## src/clsgr_pkg.sv

```systemverilog
// clsgr_pkg: constants and carriers shared by the codec register logic.
// assumes: one- or two-byte serial instructions, six latch pins, 64-slot frames.
package clsgr_pkg;

  localparam int BYTE_BITS   = 8;
  localparam int LATCH_PINS  = 6;
  localparam int SLOT_CNT_W  = 9;
  localparam int FRAME_APPLY = 2;

  // first instruction byte fields
  localparam int HDR_BIT_PDN = 7;
  localparam int HDR_ADDR_HI = 6;
  localparam int HDR_ADDR_LO = 3;
  localparam int HDR_BIT_RD  = 2;
  localparam int HDR_BIT_P2  = 1;

  localparam logic [3:0] ADDR_CTRL   = 4'h0;
  localparam logic [3:0] ADDR_LATCH  = 4'h1;
  localparam logic [3:0] ADDR_DIR    = 4'h2;
  localparam logic [3:0] ADDR_TXGAIN = 4'h5;
  localparam logic [3:0] ADDR_RXSLOT = 4'h9;
  localparam logic [3:0] ADDR_TXSLOT = 4'ha;

  localparam int CTRL_BIT_DN = 3;

  localparam logic [7:0]  CTRL_RST   = 8'h89;
  localparam logic [5:0]  DIR_RST    = 6'h00;
  localparam logic [5:0]  VAL_RST    = 6'h00;
  localparam logic [7:0]  GAIN_RST   = 8'hbf;
  localparam logic [7:0]  SLOT_RST   = 8'h80;
  localparam logic        PDN_RST    = 1'b1;
  localparam logic [13:0] SYNC_RST   = 14'h0040;

  typedef struct packed {
    logic       pdn;
    logic [3:0] addr;
    logic       rd;
    logic [7:0] data;
  } clsgr_cmd_type;

  typedef struct packed {
    logic       en;
    logic       port;
    logic [5:0] slot;
  } clsgr_slot_cfg_type;

endpackage : clsgr_pkg

```

## src/clsgr_regs.sv

```systemverilog
// clsgr_regs: codec control logic - serial instructions, interface latch,
// transmit/receive slot and port assignment, transmit gain code.
// assumes: all pins asynchronous to clk; bclk far slower than clk.
`timescale 1ns/10ps
// Notes on behaviour
// - after reset all latch pins are inputs
// - each latch pin direction set independently
// - direction byte bit7 is pin0, bits1-0 ignored
// - output pin drives its written data bit
// - input pin samples the external level
// - latch read returns sensed or programmed levels
// - data byte bit7 is pin0, bits1-0 ignored
// - reset gives nondelayed timing, slot at sync
// - slot assignment needs delayed timing and frames
// - tx and rx syncs may differ in phase
// - counters locate 8-bit slot from frame marker
// - low six bits give slot 0 to 63
// - new assignment applies on second frame
// - bit7 enables the selected pcm port
// - bit6 picks port, delayed timing only
// - gain code steps 0.1 dB, -0.4 to 19.0
// - instruction bits travel msb first
// - first byte bit7 is power down flag
module clsgr_regs (
  input  wire logic       clk,
  input  wire logic       sys_rst,
  input  wire logic       cclk,
  input  wire logic       cs_n,
  input  wire logic       ci,
  output logic            co_o,
  output logic            co_oe,
  input  wire logic [5:0] aux_io_pin_i,
  output logic      [5:0] aux_io_pin_o,
  output logic      [5:0] aux_io_pin_oe,
  input  wire logic       bclk,
  input  wire logic       tx_frame_sync,
  input  wire logic       rx_frame_sync,
  output logic            pcm_out_port0_o,
  output logic            pcm_out_port0_oe,
  output logic            pcm_out_port1_o,
  output logic            pcm_out_port1_oe,
  input  wire logic       pcm_in_port0,
  input  wire logic       pcm_in_port1,
  input  wire logic [7:0] tx_pcm_word,
  output logic            tx_pcm_take,
  output logic      [7:0] rx_pcm_word,
  output logic            rx_pcm_valid,
  output logic            power_down,
  output logic            delayed_timing,
  output logic      [7:0] encoder_gain_code
);

  function automatic logic [7:0] pins_to_byte(input logic [5:0] p);
    pins_to_byte = {p[0], p[1], p[2], p[3], p[4], p[5], 2'b00};
  endfunction : pins_to_byte

  function automatic logic [5:0] byte_to_pins(input logic [7:0] b);
    byte_to_pins = {b[2], b[3], b[4], b[5], b[6], b[7]};
  endfunction : byte_to_pins

  // pin synchroniser: aux[13:8] cclk cs_n ci bclk fsx fsr din0 din1
  logic [13:0] pin_raw;
  logic [13:0] sync1_q;
  logic [13:0] sync2_q;
  logic        bclk_prev_q;

  assign pin_raw = {aux_io_pin_i, cclk, cs_n, ci, bclk, tx_frame_sync,
                    rx_frame_sync, pcm_in_port0, pcm_in_port1};

  always_ff @(posedge clk or posedge sys_rst) begin
    if (sys_rst) begin
      sync1_q <= clsgr_pkg::SYNC_RST;
      sync2_q <= clsgr_pkg::SYNC_RST;
    end else begin
      sync1_q <= pin_raw;
      sync2_q <= sync1_q;
    end
  end

  wire [5:0] pin_s    = sync2_q[13:8];
  wire       bclk_s   = sync2_q[4];
  wire       fsx_s    = sync2_q[3];
  wire       fsr_s    = sync2_q[2];
  wire       din0_s   = sync2_q[1];
  wire       din1_s   = sync2_q[0];

  always_ff @(posedge clk or posedge sys_rst) begin
    if (sys_rst) bclk_prev_q <= 1'b0;
    else bclk_prev_q <= bclk_s;
  end

  wire bclk_rise = bclk_s & ~bclk_prev_q;
  wire bclk_fall = ~bclk_s & bclk_prev_q;

  // instruction decode
  logic                     pdn_stb;
  logic                     pdn_bit;
  logic                     cmd_stb;
  clsgr_pkg::clsgr_cmd_type cmd;
  logic [3:0]               hdr_addr;
  logic [7:0]               rd_byte;

  clsgr_serial u_serial (
    .clk      (clk),
    .sys_rst  (sys_rst),
    .cclk_lvl (sync2_q[7]),
    .cs_n_lvl (sync2_q[6]),
    .ci_lvl   (sync2_q[5]),
    .rd_byte  (rd_byte),
    .hdr_addr (hdr_addr),
    .pdn_stb  (pdn_stb),
    .pdn_bit  (pdn_bit),
    .cmd_stb  (cmd_stb),
    .cmd      (cmd),
    .co_o     (co_o),
    .co_oe    (co_oe)
  );

  wire wr = cmd_stb & ~cmd.rd;

  logic [7:0] ctrl_q;
  logic [5:0] dir_q;
  logic [5:0] val_q;
  logic [7:0] gain_q;
  logic       pdn_q;

  always_ff @(posedge clk or posedge sys_rst) begin
    if (sys_rst) pdn_q <= clsgr_pkg::PDN_RST;
    else if (pdn_stb) pdn_q <= pdn_bit;
  end

  // undefined address codes are dropped
  always_ff @(posedge clk or posedge sys_rst) begin
    if (sys_rst) begin
      ctrl_q <= clsgr_pkg::CTRL_RST;
      dir_q  <= clsgr_pkg::DIR_RST;
      val_q  <= clsgr_pkg::VAL_RST;
      gain_q <= clsgr_pkg::GAIN_RST;
    end else if (wr) begin
      case (cmd.addr)
        clsgr_pkg::ADDR_CTRL:   ctrl_q <= cmd.data;
        clsgr_pkg::ADDR_LATCH:  val_q  <= byte_to_pins(cmd.data);
        clsgr_pkg::ADDR_DIR:    dir_q  <= byte_to_pins(cmd.data);
        clsgr_pkg::ADDR_TXGAIN: gain_q <= cmd.data;
        default: ;
      endcase
    end
  end

  // outputs drive the data register, inputs float and are sensed
  assign aux_io_pin_o  = val_q;
  assign aux_io_pin_oe = dir_q;

  wire [7:0] latch_rd = pins_to_byte((dir_q & val_q) | (~dir_q & pin_s));

  // time slot logic for each direction
  clsgr_pkg::clsgr_slot_cfg_type tx_cfg;
  clsgr_pkg::clsgr_slot_cfg_type rx_cfg;
  logic       tx_active;
  logic       rx_active;
  logic [2:0] tx_bit;
  logic [2:0] rx_bit;
  logic       tx_port;
  logic       rx_port;
  wire        delayed = ~ctrl_q[clsgr_pkg::CTRL_BIT_DN];

  wire tx_wr = wr & (cmd.addr == clsgr_pkg::ADDR_TXSLOT);
  wire rx_wr = wr & (cmd.addr == clsgr_pkg::ADDR_RXSLOT);

  clsgr_slot u_tx_slot (
    .clk       (clk),
    .sys_rst   (sys_rst),
    .bclk_rise (bclk_rise),
    .fs_lvl    (fsx_s),
    .delayed   (delayed),
    .wr_stb    (tx_wr),
    .wr_cfg    (clsgr_pkg::clsgr_slot_cfg_type'(cmd.data)),
    .cfg       (tx_cfg),
    .active    (tx_active),
    .bit_idx   (tx_bit),
    .port      (tx_port)
  );

  clsgr_slot u_rx_slot (
    .clk       (clk),
    .sys_rst   (sys_rst),
    .bclk_rise (bclk_rise),
    .fs_lvl    (fsr_s),
    .delayed   (delayed),
    .wr_stb    (rx_wr),
    .wr_cfg    (clsgr_pkg::clsgr_slot_cfg_type'(cmd.data)),
    .cfg       (rx_cfg),
    .active    (rx_active),
    .bit_idx   (rx_bit),
    .port      (rx_port)
  );

  always_comb begin
    rd_byte = 8'h00;
    case (hdr_addr)
      clsgr_pkg::ADDR_CTRL:   rd_byte = ctrl_q;
      clsgr_pkg::ADDR_LATCH:  rd_byte = latch_rd;
      clsgr_pkg::ADDR_DIR:    rd_byte = pins_to_byte(dir_q);
      clsgr_pkg::ADDR_TXGAIN: rd_byte = gain_q;
      clsgr_pkg::ADDR_RXSLOT: rd_byte = rx_cfg;
      clsgr_pkg::ADDR_TXSLOT: rd_byte = tx_cfg;
      default:                rd_byte = 8'h00;
    endcase
  end

  // transmit: act one clk after the slot counter moved
  logic       tick_q;
  logic [7:0] tx_sh_q;
  logic       tx_oe_q;
  logic       tx_port_q;
  logic       tx_take_q;

  always_ff @(posedge clk or posedge sys_rst) begin
    if (sys_rst) begin
      tick_q    <= 1'b0;
      tx_sh_q   <= 8'h00;
      tx_oe_q   <= 1'b0;
      tx_port_q <= 1'b0;
      tx_take_q <= 1'b0;
    end else begin
      tick_q    <= bclk_rise;
      tx_take_q <= 1'b0;
      if (tick_q) begin
        tx_oe_q   <= tx_active;
        tx_port_q <= tx_port;
        if (tx_active && tx_bit == 3'd0) begin
          tx_sh_q   <= tx_pcm_word;
          tx_take_q <= 1'b1;
        end else if (tx_active) begin
          tx_sh_q <= {tx_sh_q[6:0], 1'b0};
        end
      end
    end
  end

  wire tx_ok = tx_oe_q & ~pdn_q & (gain_q != 8'h00);

  assign pcm_out_port0_o  = tx_sh_q[7];
  assign pcm_out_port1_o  = tx_sh_q[7];
  assign pcm_out_port0_oe = tx_ok & ~tx_port_q;
  assign pcm_out_port1_oe = tx_ok & tx_port_q;
  assign tx_pcm_take      = tx_take_q;

  // receive: sample the chosen port on falling bclk
  logic [6:0] rx_sh_q;
  logic [7:0] rx_word_q;
  logic       rx_valid_q;
  wire        rx_din = rx_port ? din1_s : din0_s;

  always_ff @(posedge clk or posedge sys_rst) begin
    if (sys_rst) begin
      rx_sh_q    <= 7'h00;
      rx_word_q  <= 8'h00;
      rx_valid_q <= 1'b0;
    end else begin
      rx_valid_q <= 1'b0;
      if (bclk_fall && rx_active && !pdn_q) begin
        rx_sh_q <= {rx_sh_q[5:0], rx_din};
        if (rx_bit == 3'd7) begin
          rx_word_q  <= {rx_sh_q, rx_din};
          rx_valid_q <= 1'b1;
        end
      end
    end
  end

  assign rx_pcm_word       = rx_word_q;
  assign rx_pcm_valid      = rx_valid_q;
  assign power_down        = pdn_q;
  assign delayed_timing    = delayed;
  assign encoder_gain_code = gain_q;
endmodule : clsgr_regs

```

## src/clsgr_serial.sv

```systemverilog
// clsgr_serial: serial control port, one byte per chip-select low period.
// assumes: inputs already synchronised to clk; msb first on ci and co.
`timescale 1ns/10ps
module clsgr_serial (
  input  wire logic                    clk,
  input  wire logic                    sys_rst,
  input  wire logic                    cclk_lvl,
  input  wire logic                    cs_n_lvl,
  input  wire logic                    ci_lvl,
  input  wire logic [7:0]              rd_byte,
  output logic      [3:0]              hdr_addr,
  output logic                         pdn_stb,
  output logic                         pdn_bit,
  output logic                         cmd_stb,
  output clsgr_pkg::clsgr_cmd_type     cmd,
  output logic                         co_o,
  output logic                         co_oe
);
  logic       cclk_prev_q;
  logic       cs_prev_q;
  logic [7:0] sh_q;
  logic [7:0] hdr_q;
  logic [7:0] out_q;
  logic [3:0] cnt_q;
  logic       second_q;
  logic       load_q;

  wire cclk_rise = cclk_lvl & ~cclk_prev_q;
  wire cclk_fall = ~cclk_lvl & cclk_prev_q;
  wire cs_end    = cs_n_lvl & ~cs_prev_q;
  wire byte_ok   = cnt_q == 4'(clsgr_pkg::BYTE_BITS);

  always_ff @(posedge clk or posedge sys_rst) begin
    if (sys_rst) begin
      cclk_prev_q <= 1'b0;
      cs_prev_q   <= 1'b1;
    end else begin
      cclk_prev_q <= cclk_lvl;
      cs_prev_q   <= cs_n_lvl;
    end
  end

  // bit 7 arrives first
  always_ff @(posedge clk or posedge sys_rst) begin
    if (sys_rst) begin
      sh_q  <= 8'h00;
      cnt_q <= 4'h0;
    end else if (cs_end) begin
      cnt_q <= 4'h0;
    end else if (!cs_n_lvl && cclk_rise) begin
      sh_q <= {sh_q[6:0], ci_lvl};
      if (!byte_ok) cnt_q <= cnt_q + 4'h1;
    end
  end

  always_ff @(posedge clk or posedge sys_rst) begin
    if (sys_rst) begin
      hdr_q    <= 8'h00;
      second_q <= 1'b0;
      pdn_stb  <= 1'b0;
      pdn_bit  <= 1'b0;
      load_q   <= 1'b0;
      cmd_stb  <= 1'b0;
      cmd      <= '0;
    end else begin
      pdn_stb <= 1'b0;
      cmd_stb <= 1'b0;
      load_q  <= 1'b0;
      if (cs_end && !second_q && byte_ok) begin
        hdr_q    <= sh_q;
        pdn_stb  <= 1'b1;
        pdn_bit  <= sh_q[clsgr_pkg::HDR_BIT_PDN];
        second_q <= sh_q[clsgr_pkg::HDR_BIT_P2];
        load_q   <= sh_q[clsgr_pkg::HDR_BIT_P2] & sh_q[clsgr_pkg::HDR_BIT_RD];
      end else if (cs_end) begin
        second_q <= 1'b0;
        cmd_stb  <= second_q & byte_ok;
        cmd      <= '{pdn: hdr_q[clsgr_pkg::HDR_BIT_PDN],
                      addr: hdr_q[clsgr_pkg::HDR_ADDR_HI:clsgr_pkg::HDR_ADDR_LO],
                      rd: hdr_q[clsgr_pkg::HDR_BIT_RD], data: sh_q};
      end
    end
  end

  // read data shifts out on falling cclk, bit 7 first
  always_ff @(posedge clk or posedge sys_rst) begin
    if (sys_rst) out_q <= 8'h00;
    else if (load_q) out_q <= rd_byte;
    else if (!cs_n_lvl && cclk_fall && second_q) out_q <= {out_q[6:0], 1'b0};
  end

  assign hdr_addr = hdr_q[clsgr_pkg::HDR_ADDR_HI:clsgr_pkg::HDR_ADDR_LO];
  assign co_o     = out_q[7];
  assign co_oe    = ~cs_n_lvl & second_q & hdr_q[clsgr_pkg::HDR_BIT_RD];

endmodule : clsgr_serial

```

## src/clsgr_slot.sv

```systemverilog
// clsgr_slot: frame marker, slot counter and slot/port assignment of one
// direction. assumes: bclk_rise and fs_lvl come from synchronised pins.
`timescale 1ns/10ps
module clsgr_slot (
  input  wire logic                         clk,
  input  wire logic                         sys_rst,
  input  wire logic                         bclk_rise,
  input  wire logic                         fs_lvl,
  input  wire logic                         delayed,
  input  wire logic                         wr_stb,
  input  wire clsgr_pkg::clsgr_slot_cfg_type wr_cfg,
  output clsgr_pkg::clsgr_slot_cfg_type     cfg,
  output logic                              active,
  output logic [2:0]                        bit_idx,
  output logic                              port
);
  localparam int CW = clsgr_pkg::SLOT_CNT_W;

  clsgr_pkg::clsgr_slot_cfg_type pend_q;
  logic          pend_v_q;
  logic [1:0]    fcnt_q;
  logic          fs_prev_q;
  logic          live_q;
  logic          pre_q;
  logic [CW-1:0] cnt_q;

  wire marker = bclk_rise & fs_lvl & ~fs_prev_q;

  always_ff @(posedge clk or posedge sys_rst) begin
    if (sys_rst) fs_prev_q <= 1'b0;
    else if (bclk_rise) fs_prev_q <= fs_lvl;
  end

  // new assignment waits for the second marker after the write
  always_ff @(posedge clk or posedge sys_rst) begin
    if (sys_rst) begin
      cfg      <= clsgr_pkg::clsgr_slot_cfg_type'(clsgr_pkg::SLOT_RST);
      pend_q   <= '0;
      pend_v_q <= 1'b0;
      fcnt_q   <= 2'd0;
    end else if (wr_stb) begin
      pend_q   <= wr_cfg;
      pend_v_q <= 1'b1;
      fcnt_q   <= 2'd0;
    end else if (marker && pend_v_q) begin
      if (fcnt_q == 2'(clsgr_pkg::FRAME_APPLY - 1)) begin
        cfg      <= pend_q;
        pend_v_q <= 1'b0;
      end
      fcnt_q <= fcnt_q + 2'd1;
    end
  end

  // delayed timing inserts one bit period after the marker
  always_ff @(posedge clk or posedge sys_rst) begin
    if (sys_rst) begin
      live_q <= 1'b0;
      pre_q  <= 1'b0;
      cnt_q  <= '0;
    end else if (marker) begin
      live_q <= 1'b1;
      pre_q  <= delayed;
      cnt_q  <= '0;
    end else if (bclk_rise && live_q) begin
      if (pre_q) pre_q <= 1'b0;
      else if (&cnt_q) live_q <= 1'b0;
      else cnt_q <= cnt_q + 1'b1;
    end
  end

  wire [5:0] eff_slot = delayed ? cfg.slot : 6'h00;
  assign port    = delayed & cfg.port;
  assign bit_idx = cnt_q[2:0];
  assign active  = live_q & ~pre_q & cfg.en & (cnt_q[CW-1:3] == eff_slot);

endmodule : clsgr_slot

```

## config.mk

```make
export PLATFORM = sky130hd
export DESIGN_NAME = clsgr_regs
export DESIGN_NICKNAME = d
export VERILOG_FILES = /design/src/clsgr_pkg.sv /design/src/clsgr_regs.sv /design/src/clsgr_serial.sv /design/src/clsgr_slot.sv
export SDC_FILE = /design/constraint.sdc
export NUM_CORES = 1
export LEC_CHECK = 0
export BUFFER_PORTS_ARGS = -buffer_cell sky130_fd_sc_hd__buf_2
export CAP_MARGIN = 10
export CORE_MARGIN = 4
export CORE_UTILIZATION = 40
export DETAILED_ROUTE_END_ITERATION = 10
export PLACE_DENSITY = 0.55
export SLEW_MARGIN = 15
export SYNTH_ARGS = -nofsm -noshare
export SYNTH_HDL_FRONTEND = slang
export SYNTH_SLANG_ARGS = --single-unit
```

## constraint.sdc

```tcl
create_clock -name clk -period 6.2 [get_ports clk]
set_input_delay 0 -clock clk [delete_from_list [all_inputs] [get_ports clk]]
set_output_delay 0 -clock clk [all_outputs]
set_load 0.05 [all_outputs]
```

After elaboration in Yosys (flattened, before gate mapping):

Index checks and enable logic that the tools add are counted.
Widths: inputs -> output; s select.

* $add $sub $neg: 5
* multipliers: 0
* divide/modulo/power cells: 0
* magnitude comparators: 0
* equality and inequality tests: 21
* shifts and indexed selects: 0
* multiplexer cells: 51
* bitwise operators: 50
* reductions and logical operators: 50

Operators with widths (count)
* $mux 9: 8
* $pmux 8 s6: 1
* $mux 8: 4
* $mux 1: 29
* $and 1x1->1: 28
* $reduce_bool 2->1: 12
* $reduce_and 2->1: 11
* $eq 4x4->1 const B: 5
* $add 9x1->9 const B: 2
* $not 1->1: 18
* $reduce_and 3->1: 6
* $reduce_and 9->1: 2
* $and 6x6->6: 2
* $eq 6x6->1: 2
* $logic_and 1x1->1: 12
* $mux 4: 3
* $mux 6: 2
* $eq 4x1->1 const B: 2
* $eq 4x2->1 const B: 2
* $eq 4x3->1 const B: 2
* $logic_not 4->1: 2
* $mux 2: 4
* $reduce_bool 8->1: 1
* $ne 2x1->1 const B: 3
* other kinds (9): 14

* register bits after elaboration: 195
* bits in latches: 0
* bits in writable memories: 0
* memory bits (read-only): 0
* bits of input ports: 24
* output and inout bits: 38
* word-level logic and storage cells: 231
* memories kept: 0

Depth between registers and ports, before layout:

Gate-level depths: netlist (run 1).

* word-level depth: 7
* depth in mapped cells: 8
* mapped depth without buffers: 8

By module:

From an unflattened synthesis (run 1), not the netlist that was laid out.

* cell total of the unflattened synthesis: 646
* area total of the unflattened synthesis: 8503.2 µm²

Modules (own cells, without submodules)
* clsgr_regs: times used 1, cells an instance 235, area an instance 3463.3 µm², sequential area each 2168.3 µm²
* clsgr_slot: times used 2, cells an instance 138, area an instance 1560.2 µm², sequential area each 777.0 µm²
* clsgr_serial: times used 1, cells an instance 135, area an instance 1919.3 µm², sequential area each 1152.4 µm²

Least setup slack after synthesis (run 1):

OpenSTA, ideal clock, no wires.

* path type: reg-to-output
* start: reg gain_q[7], in the netlist encoder_gain_code[7]
* end: out pcm_out_port0_oe
* arrival: 3.311 ns
* data required time: 6.200 ns
* slack: 2.889 ns
* cell stages (with the launch flop): 3
* buffers on the path: 0
* cells stage by stage: dfstp_2 -> nor4_1 -> a2111oi_0

* word-level cells in the longest chain between the ends: 3

Ends and longest elaborated chain
* start, declared: line clsgr_regs.sv:124 `logic [7:0] gain_q;`
* start signal, assigned: line clsgr_regs.sv:138 `gain_q <= clsgr_pkg::GAIN_RST;`
* start signal, assigned: line clsgr_regs.sv:144 `clsgr_pkg::ADDR_TXGAIN: gain_q <= cmd.data;`
* $reduce_bool 8->1: line clsgr_regs.sv:241 `wire tx_ok = tx_oe_q & ~pdn_q & (gain_q != 8'h00);`
* $and 1x1->1: line clsgr_regs.sv:241
* $and 1x1->1: line clsgr_regs.sv:245 `assign pcm_out_port0_oe = tx_ok & ~tx_port_q;`
* end, declared: line clsgr_regs.sv:39 `output logic pcm_out_port0_oe,`

No other way between the ends.

Worst setup path in the final report (run 1):

* start: reg bclk_prev_q
* end: reg u_tx_slot.cfg[5] in the netlist's numbering

* word-level cells in the longest chain between the ends: 6

Ends and longest elaborated chain
* start, declared: line clsgr_regs.sv:65 `logic bclk_prev_q;`
* start signal, assigned: line clsgr_regs.sv:89 `else bclk_prev_q <= bclk_s;`
* $not 1->1: line clsgr_regs.sv:92 `wire bclk_rise = bclk_s & ~bclk_prev_q;`
* $and 1x1->1: line clsgr_regs.sv:92
* $and 1x1->1 (2 in a row): line clsgr_slot.sv:27 `wire marker = bclk_rise & fs_lvl & ~fs_prev_q;`
* $logic_and 1x1->1: line clsgr_slot.sv:45 `end else if (marker && pend_v_q) begin`
* $reduce_and 3->1 (no line)
* end signal, assigned: line clsgr_slot.sv:37 `cfg <= clsgr_pkg::clsgr_slot_cfg_type'(clsgr_pkg::SLOT_RST);`
* end signal, assigned: line clsgr_slot.sv:47 `cfg <= pend_q;`
* end, declared: line clsgr_slot.sv:12 `output clsgr_pkg::clsgr_slot_cfg_type cfg,`

No other way between the ends.
A chain may end at the register's enable or synchronous reset.

==> results of run 1 <==
-- logic make-up after synthesis --
family,Yosys count,share of synthesized area [%]
compound gates,71,6.093
xor+xnor,23,2.428
fa+ha+maj,10,1.508
buf+inv,35,1.764
flops,193,58.45
mux,115,15.31
simple gates,232,14.45
-- Yosys cell counts (all sizes together), types with 4 or more instances --
cell type  number  area (um2)
xor2           12       105.1
a21oi           8       40.04
o21ai          14       70.07
clkbuf         12       45.04
a22oi           8       60.06
inv            15       56.30
ha             10       125.1
nor2b           8       50.05
and4bb          4       50.05
o21a            6       45.04
dfrtp         177        4429
a31oi          10       62.56
mux2i          20       200.2
nor4            6       67.56
nand2          96       360.4
nor2           56       210.2
nand2b         12       75.07
nand4          13       93.84
and3           11       70.07
buf             7       41.29
mux2           95        1070
nor4bb          5       50.05
xnor2          11       96.34
o31ai           5       37.54
dfstp          16       420.4
-- registers in the layout, summed over array words and instances, names as in the netlist, 2 cells and up --
register and count:
sync1_q 14, sync2_q 14, u_serial.cmd 13, u_rx_slot.cnt_q 9, u_tx_slot.cnt_q 9, ctrl_q 8, encoder_gain_code 8, rx_pcm_word 8
tx_sh_q 8, u_rx_slot.cfg 8, u_rx_slot.pend_q 8, u_serial.out_q 8, u_serial.sh_q 8, u_tx_slot.cfg 8, u_tx_slot.pend_q 8, rx_sh_q 7
aux_io_pin_o 6, aux_io_pin_oe 6, u_serial.hdr_q 5, u_serial.cnt_q 4, u_rx_slot.fcnt_q 2, u_tx_slot.fcnt_q 2
-- per-stage QoR --
step / hold slack (ns) / total power, mW / cell area [um2] / worst slack (ns) / std cells
floorplan: 0.004478 / 1.595 / 8297 / 0.9709 / 679
global placement: 0.1074 / 1.680 / 8884 / 3.822 / 994
detailed placement: 0.1062 / 1.699 / 8884 / 3.751 / 994
CTS: 0.1824 / 2.772 / 9676 / 3.723 / 1049
global route: 0.1821 / 2.866 / 9679 / 3.564 / 1049
finish: 0.1900 / 2.734 / 9679 / 3.734 / 1049
-- layer usage --
layer	share of wire (%)	wire length [um]	track usage (%)	vias up
met1	48	8472	21.91	2755
li1	-	-	-	2566
met4	0.84	149	3.724	0
met3	3.3	586	4.238	13
met2	48	8602	26.21	69
met5	0	0	0	-
-- area by class of cell --
type / instances / share of cell area (%)
inverter: 16 / 0.6980
tap: 270 / 3.490
clock inverter: 13 / 1.228
sequential: 193 / 50.10
clock buffer: 19 / 4.576
multi-input combinational: 451 / 34.10
timing repair buffer: 87 / 5.804
-- worst min-delay path by stage --
| stage | from | to | slack (ns) | cells past startpoint |
|---|---|---|---|---|
| after CTS | cs_n | sync1_q[6] | 0.18 | 2 |
| after detailed placement | cs_n | sync1_q[6] | 0.11 | 1 |
| final | aux_io_pin_i[2] | sync1_q[10] | 0.19 | 2 |
| after global routing | aux_io_pin_i[1] | sync1_q[9] | 0.18 | 2 |
| after floorplan | cs_n | sync1_q[6] | 0.004 | 0 |
| after global placement | aux_io_pin_i[1] | sync1_q[9] | 0.11 | 1 |
-- what timing repair did --
| action | in CTS | in global routing |
|---|---|---|
| endpoints found under the hold margin | 127 | 0 |
| setup endpoints to repair | 0 | 0 |
| hold buffers | 23 | 0 |
-- power breakdown --
part           internal (mW)  total (mW)  switching (mW)
registers               1.34        1.47           0.129
clock network          0.540        1.05           0.513
logic                  0.115       0.215           0.100
total                   1.99        2.73           0.743
==> summary.txt, run 1 <==
CTS
  • Clock tree from TritonCTS: built
  • Clk pin slew, worst setup/hold paths: 0.07 ns
  • CTS resizes: 0
  • Maximum level of the CTS H-tree: 4
  • Clock buffer count from CTS: 17
  • Clock insertion delay at the later pin of the skew report: 0.44 ns
  • Number of clock sinks: 193
  • Setup Fix Bufs, Post-CTS: 0
  • Root buf cell: clkbuf_16
  • CTS max path bufs: 2

Placed design
  • Final HPWL from detailed placement: 12240 um
  • Final weighted congestion in routability-driven placement: 0.7914
  • Port Buffers: 61

Floorplan
  • Initial cell density of the core: 40.87%
  • Die height: 152.0 um
  • I/O Pins: 62
  • Number of placement rows: 52
  • Full die area: 23110 um2
  • Total core area: 20300 um2
  • Overall die width: 152.0 um

Pwr
  • Peak supply drop: 0.2185 mV
  • Static Leak: 4.634 nW
  • Cell Pwr Density: 282.5 nW/um2

STA
  • Max-slew violations: 0
  • Relative slew slack: 31.90%
  • Count of final hold-check violations: 0
  • Number of failing setup endpoints in the final timing report: 0
  • Setup repair after global routing missed its margin: no
  • Top achievable clock speed: 405.5 MHz
  • Clock skew after layout: 0.01535 ns
  • Setup Total Neg Slack: 0 ns
  • Slew at the pin closest to its max-slew limit: 1.008 ns
  • Min Tclk post-route: 2.466 ns
  • Part of the cycle the worst path needs: 39.77%

Yosys
  • Number of enable-type register cells in the synthesized netlist: 0
  • Post-synthesis register bit count: 193
  • Syn avg cell area: 12.22 um2
  • Netlist cell types: 58
  • Commonest register cell after synthesis: dfrtp_1
  • Share of synthesized area occupied by flip-flops and latches: 58.45%
  • Post-Syn Nets: 713
  • Instance count of the mapped netlist: 679
  • Post-synthesis cell area: 8297 um2
  • Fraction of synthesis flops using an asynchronous set or reset pin: 100.0%
  • Count of yosys warnings during synthesis: 0

Final layout
  • Fraction of layout cells with a size suffix above 1: 28.24%
  • Diode count: 0
  • Commonest cells after routing, fill and taps aside: 177 x dfrtp_1, 96 x nand2_1, 95 x mux2_2
  • Number of inserted filler cells in the final layout: 1897
  • Fin util: 47.68%
  • Total area of multi-input combinational cells: 3301 um2
  • Commonest non-fill, non-tap cell in the layout: dfrtp_1
  • Number of nets in the final layout: 800
  • Area growth from synthesis to layout: 16.66%
  • Combined flip-flop and latch cell area: 4850 um2

Setup path
  • Launch point of the critical path: bclk_prev_q
  • Reg2Reg Setup Slack: 3.73 ns
  • Worst path buffer plus inverter count: 0
  • Worst EP arrival: 2.78 ns
  • R2r startpoint: bclk_prev_q
  • Termination of the worst setup path: u_tx_slot.cfg[5]
  • Maximum single-stage delay on the critical path: 0.86 ns
  • List of cells traversed by the critical path: nand2b_1 > nor3b_2 > nand4_2 > mux2_2
  • Library cell contributing the largest single delay on the critical path: nor3b_2
  • Required arrival time at the worst endpoint: 6.51 ns
  • Category of cells accounting for the largest share of critical-path delay: simple AND/OR/NAND/NOR gates
  • Critical Path Source Type: flop
  • Number of stages on the worst setup path: 4
  • Kind of end point of the critical path: flop
  • Crit path max fanout: 15
  • Critical path class: flop to flop
  • Endpoint of the lowest-slack register-to-register path: u_tx_slot.cfg[5]
  • Cell depth of the worst flop-to-flop path: 4

Global routing
  • Total grt overflow: 0
  • Global-route wire length before repair: 30270 um
  • Vias in the first global route: 5592
  • Number of antenna violations at the first check in global routing: 0
  • Global Route Usage Sum: 16.14%
  • Pin count of the biggest net entering global routing: 112

Route
  • DRC violations left: 0
  • Detailed router's first-iteration violation count: 283
  • Length of the first detailed-routing pass in iterations: 5
  • Drt total wl: 17810 um
  • Post-detailed-route count of antenna-violating nets: 0
  • Wire per inst: 16.98 um
  • Post-detailed-route via-to-cell ratio: 5.151
  • Total via count after detailed routing: 5403

Status
  • Result of the run: finished, final reports clean

Min path
  • Min-delay worst type: input pin to flop

Job
  • Number of maximum-capacitance constraint violations: 0
(Power assumes the default switching activity.)
==> inputs of run 2 (changes only) <==
- ABC_AREA: not set -> 1
- PLACE_DENSITY: 0.55 -> 0.57
- clock period: 6.2 -> 2.2 ns (I/O delays scaled with it)
==> run 2 against run 1 <==
Net effect: hold slack better by 0.0018 ns; highest routed layer unchanged; area after synthesis down 0.20%; register-to-register slack got worse by 3.5 ns; via count up 18%; sequential power rose to 2.6 times the previous value; global-route usage increased by 0.76 points; utilization rose by 0.67 points; first-iteration DRC count rose by 29%.
==> summary.txt, run 2 <==
Status
  • Result of the run: finished, final reports clean (unchanged)

Yosys
  • Library cell with the highest instance count after synthesis: nand2_1 (was dfrtp_1)
  • Netlist cell types: 30 (was 58)
  • Share of synthesized area occupied by flip-flops and latches: 58.57% (was 58.45%)
  • Instance count of the mapped netlist: 960 (was 679)
  • Fraction of synthesis flops using an asynchronous set or reset pin: 100.0% (unchanged)
  • Cells taking the most area after synthesis: dfrtp_1 53%, nand2_1 13%, o21ai_0 8.9%, inv_1 5.2%, dfstp_2 5.1% (was dfrtp_1 53%, mux2_2 13%, dfstp_2 5.1%, nand2_1 4.3%, nor2_1 2.5%)
  • Count of yosys warnings during synthesis: 0 (unchanged)
  • Post-Syn Nets: 994 (was 713)
  • Number of enable-type register cells in the synthesized netlist: 0 (unchanged)
  • Post-synthesis register bit count: 193 (unchanged)
  • Syn avg cell area: 8.625 um2 (was 12.22 um2)
  • Post-synthesis cell area: 8280 um2 (was 8297 um2)
  • Post-synth top cells: 276 x nand2_1, 177 x dfrtp_1, 147 x o21ai_0 (was 177 x dfrtp_1, 96 x nand2_1, 95 x mux2_2)
  • Cell taking the most area after synthesis: dfrtp_1 (unchanged)
  • Commonest register cell after synthesis: dfrtp_1 (unchanged)
  • Fraction of synthesized cell area taken by the top area cell type: 53.49% (was 53.39%)

Final layout
  • Commonest non-fill, non-tap cell in the layout: nand2_1 (was dfrtp_1)
  • Total area of multi-input combinational cells: 2859 um2 (was 3301 um2)
  • Fraction of layout cells with a size suffix above 1: 13.43% (was 28.24%)
  • Combined flip-flop and latch cell area: 4850 um2 (unchanged)
  • Number of nets in the final layout: 1093 (was 800)
  • Commonest cells after routing, fill and taps aside: 275 x nand2_1, 177 x dfrtp_1, 147 x o21ai_0 (was 177 x dfrtp_1, 96 x nand2_1, 95 x mux2_2)
  • Area growth from synthesis to layout: 18.54% (was 16.66%)
  • Diode count: 0 (unchanged)
  • Registers with the most flip-flops: sync1_q (14), sync2_q (14), u_serial.cmd (13) (unchanged)
  • Number of inserted filler cells in the final layout: 1958 (was 1897)

STA
  • Setup Total Neg Slack: 0 ns (unchanged)
  • Slew at the pin closest to its max-slew limit: 0.5102 ns (was 1.008 ns)
  • Clock skew after layout: 0.01233 ns (was 0.01535 ns)
  • Relative slew slack: 65.89% (was 31.90%)
  • Setup repair after global routing missed its margin: no (unchanged)
  • Max-slew violations: 0 (unchanged)
  • Top achievable clock speed: 508.1 MHz (was 405.5 MHz)
  • Number of failing setup endpoints in the final timing report: 0 (unchanged)
  • Part of the cycle the worst path needs: 89.47% (was 39.77%)
  • Hold Slack: 0.1918 ns (was 0.1900 ns)
  • Post-route worst setup slack: 0.2318 ns (was 3.734 ns)
  • Count of final hold-check violations: 0 (unchanged)
  • Min Tclk post-route: 1.968 ns (was 2.466 ns)

Global routing
  • Total grt overflow: 0 (unchanged)
  • Global-route wire length before repair: 31930 um (was 30270 um)
  • Number of antenna violations at the first check in global routing: 0 (unchanged)
  • Vias in the first global route: 6121 (was 5592)
  • Global Route Usage Sum: 16.91% (was 16.14%)
  • Pin count of the biggest net entering global routing: 88 (was 112)

Placed design
  • Final HPWL from detailed placement: 13280 um (was 12240 um)
  • Final weighted congestion in routability-driven placement: 0.8082 (was 0.7914)
  • Port Buffers: 61 (unchanged)
  • Pre-CTS setup slack: 0.1101 ns (was 3.751 ns)

Route
  • Post-detailed-route count of antenna-violating nets: 0 (unchanged)
  • Post-detailed-route via-to-cell ratio: 4.766 (was 5.151)
  • DRC violations left: 0 (unchanged)
  • Detailed router's first-iteration violation count: 365 (was 283)
  • Drt total wl: 18930 um (was 17810 um)
  • Met1 routed wirelength after detailed routing: 9314 um (was 8472 um)
  • Met3 layer wire length in the routed design: 811 um (was 586 um)
  • Wire per inst: 14.11 um (was 16.98 um)
  • Highest metal layer with signal wires: met4 (unchanged)
  • Total via count after detailed routing: 6396 (was 5403)
  • Length of the first detailed-routing pass in iterations: 4 (was 5)
  • Met2 WL: 8593 um (was 8602 um)

Pwr
  • Overall power: 7.557 mW (was 2.734 mW)
  • Peak supply drop: 0.5734 mV (was 0.2185 mV)
  • Cell Pwr Density: 769.9 nW/um2 (was 282.5 nW/um2)
  • Static Leak: 4.731 nW (was 4.634 nW)

Job
  • Number of maximum-capacitance constraint violations: 0 (unchanged)

Floorplan
  • Initial cell density of the core: 40.79% (was 40.87%)
  • Total core area: 20300 um2 (unchanged)
  • I/O Pins: 62 (unchanged)
  • Die height: 151.9 um (was 152.0 um)
  • Overall die width: 151.9 um (was 152.0 um)
  • Full die area: 23070 um2 (was 23110 um2)
  • Number of placement rows: 52 (unchanged)

CTS
  • Clock buffer count from CTS: 17 (unchanged)
  • Clk pin slew, worst setup/hold paths: 0.08 ns (was 0.07 ns)
  • CTS max path bufs: 2 (unchanged)
  • Clock tree from TritonCTS: built (unchanged)
  • Number of clock sinks: 193 (unchanged)
  • Setup Fix Bufs, Post-CTS: 0 (unchanged)
  • Maximum level of the CTS H-tree: 4 (unchanged)
  • Root buf cell: clkbuf_16 (unchanged)
  • Clock insertion delay at the later pin of the skew report: 0.44 ns (about the same)

Setup path
  • Critical path class: flop to flop (unchanged)
  • Worst EP arrival: 2.30 ns (was 2.78 ns)
  • Kind of end point of the critical path: flop (unchanged)
  • Critical Path Source Type: flop (unchanged)
  • Required arrival time at the worst endpoint: 2.53 ns (was 6.51 ns)
  • Crit path max fanout: 7 (was 15)

Min path
  • Min-delay worst type: input pin to flop (unchanged)
## run 2: cell types whose count changed in the layout (fill, tap and decap cells not counted), sizes merged, moves of 9 or more
| cell | delta |
|---|---|
| a21oi | +15 |
| inv | +101 |
| o21ai | +134 |
| and3 | -11 |
| mux2 | -95 |
| nor2 | +17 |
| mux2i | -20 |
| nand2 | +180 |
| nand2b | -12 |
| nand3 | +50 |
| xnor2 | -11 |
| buf | +18 |
| nor3 | +9 |
## run 2: kinds of logic (layout without fill, tap and decap cells)
| kind of cell | after synthesis | after routing | synth area share [%] |
|---|---|---|---|
| DFF | 193 | 193 | 58.57 |
| and+or+nand+nor | 430 | 430 | 21.38 |
| AOI/OAI and AO/OA | 176 | 176 | 10.80 |
| adders and majority gates | 10 | 10 | 1.511 |
| xor gates and xnor gates | 7 | 7 | 0.7404 |
| buffers and inverters | 144 | 256 | 6.996 |
## run 2: per-stage QoR
step | instance area (um2) | std cells | utilization [%]
2_1_floorplan | 8284 | 960 | -
4_1_cts | 9808 | 1342 | 48.32
5_1_grt | 9816 | 1342 | 48.35
3_3_place_gp | 8977 | 1287 | 44.22
3_5_place_dp | 8977 | 1287 | 44.22
6_report | 9816 | 1342 | 48.35
## run 2: routing by layer
metal | track usage (%) | vias to the layer above
li1 | - | 3266
met5 | 0 | -
met1 | 24.53 | 2999
met2 | 25.85 | 116
met3 | 3.783 | 15
met4 | 4.452 | 0
## run 2: layout make-up
class | count | area share, %
inverters | 119 | 4.589
clock buffers | 18 | 4.372
clock inverters | 14 | 1.746
flip-flops and latches | 193 | 49.41
well taps | 270 | 3.442
repair buffers | 105 | 7.317
multi-input cells | 623 | 29.13
## run 2: timing repair
item                                   in CTS  in global routing
setup endpoints to repair                   0                 10
endpoints found under the hold margin     199                  0
resized for setup                           0                  2
hold buffers                               23                  0
## run 2: final timing paths
path	startpoint	end	slack (ns)	cells after the start
max in group asynchronous	sys_rst	ctrl_q[0]	1.51	4
worst max register to register	u_tx_slot.cnt_q[0]	u_tx_slot.cnt_q[2]	0.23	12
worst min register to register	sync1_q[7]	sync2_q[7]	0.34	0
min in group asynchronous	sys_rst	u_serial.cmd[0]	0.27	4
worst max-delay path	u_tx_slot.cnt_q[0]	u_tx_slot.cnt_q[2]	0.23	12
worst min-delay path	aux_io_pin_i[0]	sync1_q[8]	0.19	2
## run 2: power breakdown
part / switching [mW] / internal [mW]
Clock: 1.50 / 1.63
Sequential: 0.105 / 3.71
Combinational: 0.423 / 0.185
## run 2: worst max-delay path, stage by stage, from the launching register on
cell and delay, ns:
dfrtp_1 0.40, ha_1 0.24, nand3_1 0.11, nor3_1 0.06, nand2_1 0.08, nor2_1 0.05
ha_1 0.17, inv_1 0.06, nand4_1 0.16, nand2_1 0.25, nand2_1 0.10, o21ai_0 0.15
a21oi_1 0.05
==> inputs of run 3 (changes only) <==
--- a/config.mk
+++ b/config.mk
@@ -10,3 +10,2 @@
 export CAP_MARGIN = 10
-export CORE_MARGIN = 4
 export CORE_UTILIZATION = 40
@@ -14,3 +13,3 @@
 export PLACE_DENSITY = 0.57
-export SLEW_MARGIN = 15
+export SLEW_MARGIN = 20
 export SYNTH_ARGS = -nofsm -noshare
==> constraint.sdc (replaced) <==
create_clock -name clk -period 2.2 [get_ports clk]
set_input_delay 0.11 -clock clk [delete_from_list [all_inputs] [get_ports clk]]
set_output_delay 0.11 -clock clk [all_outputs]
set_load 0.05 [all_outputs]
==> run 3 against run 2 <==
Net effect: sequential share of layout area is 0.15 points higher; cell area is 0.29% lower; clock power is 2% lower; total power is 1.1% lower; via count is 0.22% lower; combinational power is 2% lower; critical path type unchanged; highest routed layer unchanged.
==> summary.txt, run 3 (same netlist as run 2, synthesis figures left out) <==
Route
  • Total via count after detailed routing: 6382 (was 6396)
  • DRC violations left: 0 (unchanged)
  • Detailed router's first-iteration violation count: 543 (was 365)
  • Drt total wl: 18680 um (was 18930 um)
  • Length of the first detailed-routing pass in iterations: 5 (was 4)
  • Post-detailed-route count of antenna-violating nets: 0 (unchanged)
  • Wire per inst: 13.93 um (was 14.11 um)
  • Post-detailed-route via-to-cell ratio: 4.759 (was 4.766)

Placed design
  • Placed insts: 1290 (was 1287)
  • Final weighted congestion in routability-driven placement: 0.8177 (was 0.8082)
  • Final HPWL from detailed placement: 13080 um (was 13280 um)
  • Pre-CTS setup slack: 0.1414 ns (was 0.1101 ns)
  • Port Buffers: 61 (unchanged)

Setup path
  • Critical path class: flop to flop (unchanged)
  • Critical Path Source Type: flop (unchanged)
  • Kind of end point of the critical path: flop (unchanged)
  • Crit path max fanout: 4 (was 7)
  • Worst EP arrival: 2.33 ns (was 2.30 ns)
  • Required arrival time at the worst endpoint: 2.56 ns (was 2.53 ns)

Final layout
  • Number of nets in the final layout: 1092 (was 1093)
  • Combined flip-flop and latch cell area: 4850 um2 (unchanged)
  • Number of inserted filler cells in the final layout: 1979 (was 1958)
  • Fraction of layout cells with a size suffix above 1: 13.82% (was 13.43%)
  • Commonest non-fill, non-tap cell in the layout: nand2_1 (unchanged)
  • Diode count: 0 (unchanged)
  • Total area of multi-input combinational cells: 2869 um2 (was 2859 um2)
  • Commonest cells after routing, fill and taps aside: 274 x nand2_1, 177 x dfrtp_1, 147 x o21ai_0 (was 275 x nand2_1, 177 x dfrtp_1, 147 x o21ai_0)
  • Layout Cells excl Fill: 1341 (was 1342)
  • Fin util: 48.37% (was 48.35%)
  • Registers with the most flip-flops: sync1_q (14), sync2_q (14), u_serial.cmd (13) (unchanged)
  • Area growth from synthesis to layout: 18.19% (was 18.54%)

Floorplan
  • I/O Pins: 62 (unchanged)
  • Number of placement rows: 52 (unchanged)
  • Overall die width: 145.9 um (was 151.9 um)
  • Total core area: 20230 um2 (was 20300 um2)
  • Die height: 145.9 um (was 151.9 um)
  • Full die area: 21280 um2 (was 23070 um2)
  • Initial cell density of the core: 40.92% (was 40.79%)

Pwr
  • Portion of total power attributed to combinational logic: 8.0% (about the same)
  • Flop pwr share: 51.1% (was 50.5%)
  • Total internal power: 5.497 mW (was 5.526 mW)
  • Overall power: 7.475 mW (was 7.557 mW)
  • Peak supply drop: 0.5363 mV (was 0.5734 mV)
  • Static Leak: 4.727 nW (was 4.731 nW)
  • Switching part of the total: 26.46% (was 26.87%)
  • Clk pwr share: 40.9% (was 41.4%)
  • Cell Pwr Density: 763.8 nW/um2 (was 769.9 nW/um2)
  • Switching power: 1.978 mW (was 2.031 mW)

STA
  • Count of final hold-check violations: 0 (unchanged)
  • Post-route worst setup slack: 0.2332 ns (was 0.2318 ns)
  • Hold Slack: 0.02378 ns (was 0.1918 ns)
  • Setup repair after global routing missed its margin: no (unchanged)
  • Min Tclk post-route: 1.967 ns (was 1.968 ns)
  • Part of the cycle the worst path needs: 89.40% (was 89.47%)
  • Top achievable clock speed: 508.4 MHz (was 508.1 MHz)
  • Relative slew slack: 64.70% (was 65.89%)
  • Max-slew violations: 0 (unchanged)
  • Number of failing setup endpoints in the final timing report: 0 (unchanged)
  • Clock skew after layout: 0.009582 ns (was 0.01233 ns)
  • Slew at the pin closest to its max-slew limit: 0.5280 ns (was 0.5102 ns)

CTS
  • Setup Fix Bufs, Post-CTS: 0 (unchanged)
  • Clock tree from TritonCTS: built (unchanged)
  • Number of clock sinks: 193 (unchanged)
  • Clk pin slew, worst setup/hold paths: 0.07 ns (was 0.08 ns)
  • Maximum level of the CTS H-tree: 4 (unchanged)
  • CTS max path bufs: 2 (unchanged)
  • Root buf cell: clkbuf_16 (unchanged)
  • Clock buffer count from CTS: 17 (unchanged)
  • Clock insertion delay at the later pin of the skew report: 0.44 ns (about the same)

Job
  • Number of maximum-capacitance constraint violations: 0 (unchanged)

Min path
  • Min-delay worst type: input pin to flop (unchanged)

Global routing
  • Number of antenna violations at the first check in global routing: 0 (unchanged)
  • Pin count of the biggest net entering global routing: 82 (was 88)
  • Vias in the first global route: 6190 (was 6121)
  • Total grt overflow: 0 (unchanged)
  • Global Route Usage Sum: 19.05% (was 16.91%)
  • Global-route wire length before repair: 31680 um (was 31930 um)

Status
  • Result of the run: finished, final reports clean (unchanged)
[run 3: per-layer routing]
metal	up-vias	wire length (um)	GRT usage, %
li1	3260	-	-
met1	2984	9333	27.04
met2	124	8486	29.52
met3	14	660	3.605
met4	0	204	6.000
met5	-	0	0
[run 3: critical path, cell delays in order (launching register included)]
cell and delay [ns]:
dfrtp_1 0.40, ha_1 0.24, nand3_1 0.12, nor3_1 0.07, nand2_1 0.08, nor2_1 0.05, ha_1 0.17, inv_1 0.06
nand4_1 0.18, a21oi_1 0.24, nand2_1 0.10, nand2_1 0.07, nand2_1 0.04, nor2_1 0.09
[run 3: power by group through the flow]
stage,registers (mW),logic [mW],clock network [mW]
6_report,3.82,0.598,3.06
3_3_place_gp,3.88,0.578,0
3_5_place_dp,3.89,0.581,0
5_1_grt,3.84,0.706,3.26
2_1_floorplan,3.86,0.375,0
4_1_cts,3.82,0.611,3.15
[run 3: final cells by class]
cell class,count,area share (%)
sequential,193,49.55
multi-input combinational,623,29.31
timing repair buffer,104,7.159
inverter,119,4.602
clock buffer,18,4.385
tap,270,3.452
clock inverter,14,1.534
[run 3: through the flow]
stage               instance area (um2)  setup TNS [ns]
floorplan                          8284          -68.56
global placement                   9000               0
detailed placement                 9000               0
CTS                                9769               0
global route                       9787               0
finish                             9787               0
[run 3: timing repair]
action | CTS | global route
hold buffers | 19 | 0
hold endpoints to repair | 105 | 0
endpoints found under the setup margin | 0 | 10
gates resized for setup | 0 | 4
[run 3: worst paths after layout]
path / start / to / slack (ns) / cells after the start
worst min-delay path: tx_pcm_word[6] / tx_sh_q[6] / 0.02 / 5
max in group asynchronous: sys_rst / sync1_q[4] / 1.27 / 4
worst min register to register: sync1_q[8] / sync2_q[8] / 0.35 / 0
worst max-delay path: u_tx_slot.cnt_q[0] / u_tx_slot.cnt_q[5] / 0.23 / 13
min in group asynchronous: sys_rst / sync1_q[5] / 0.16 / 3
worst max register to register: u_tx_slot.cnt_q[0] / u_tx_slot.cnt_q[5] / 0.23 / 13
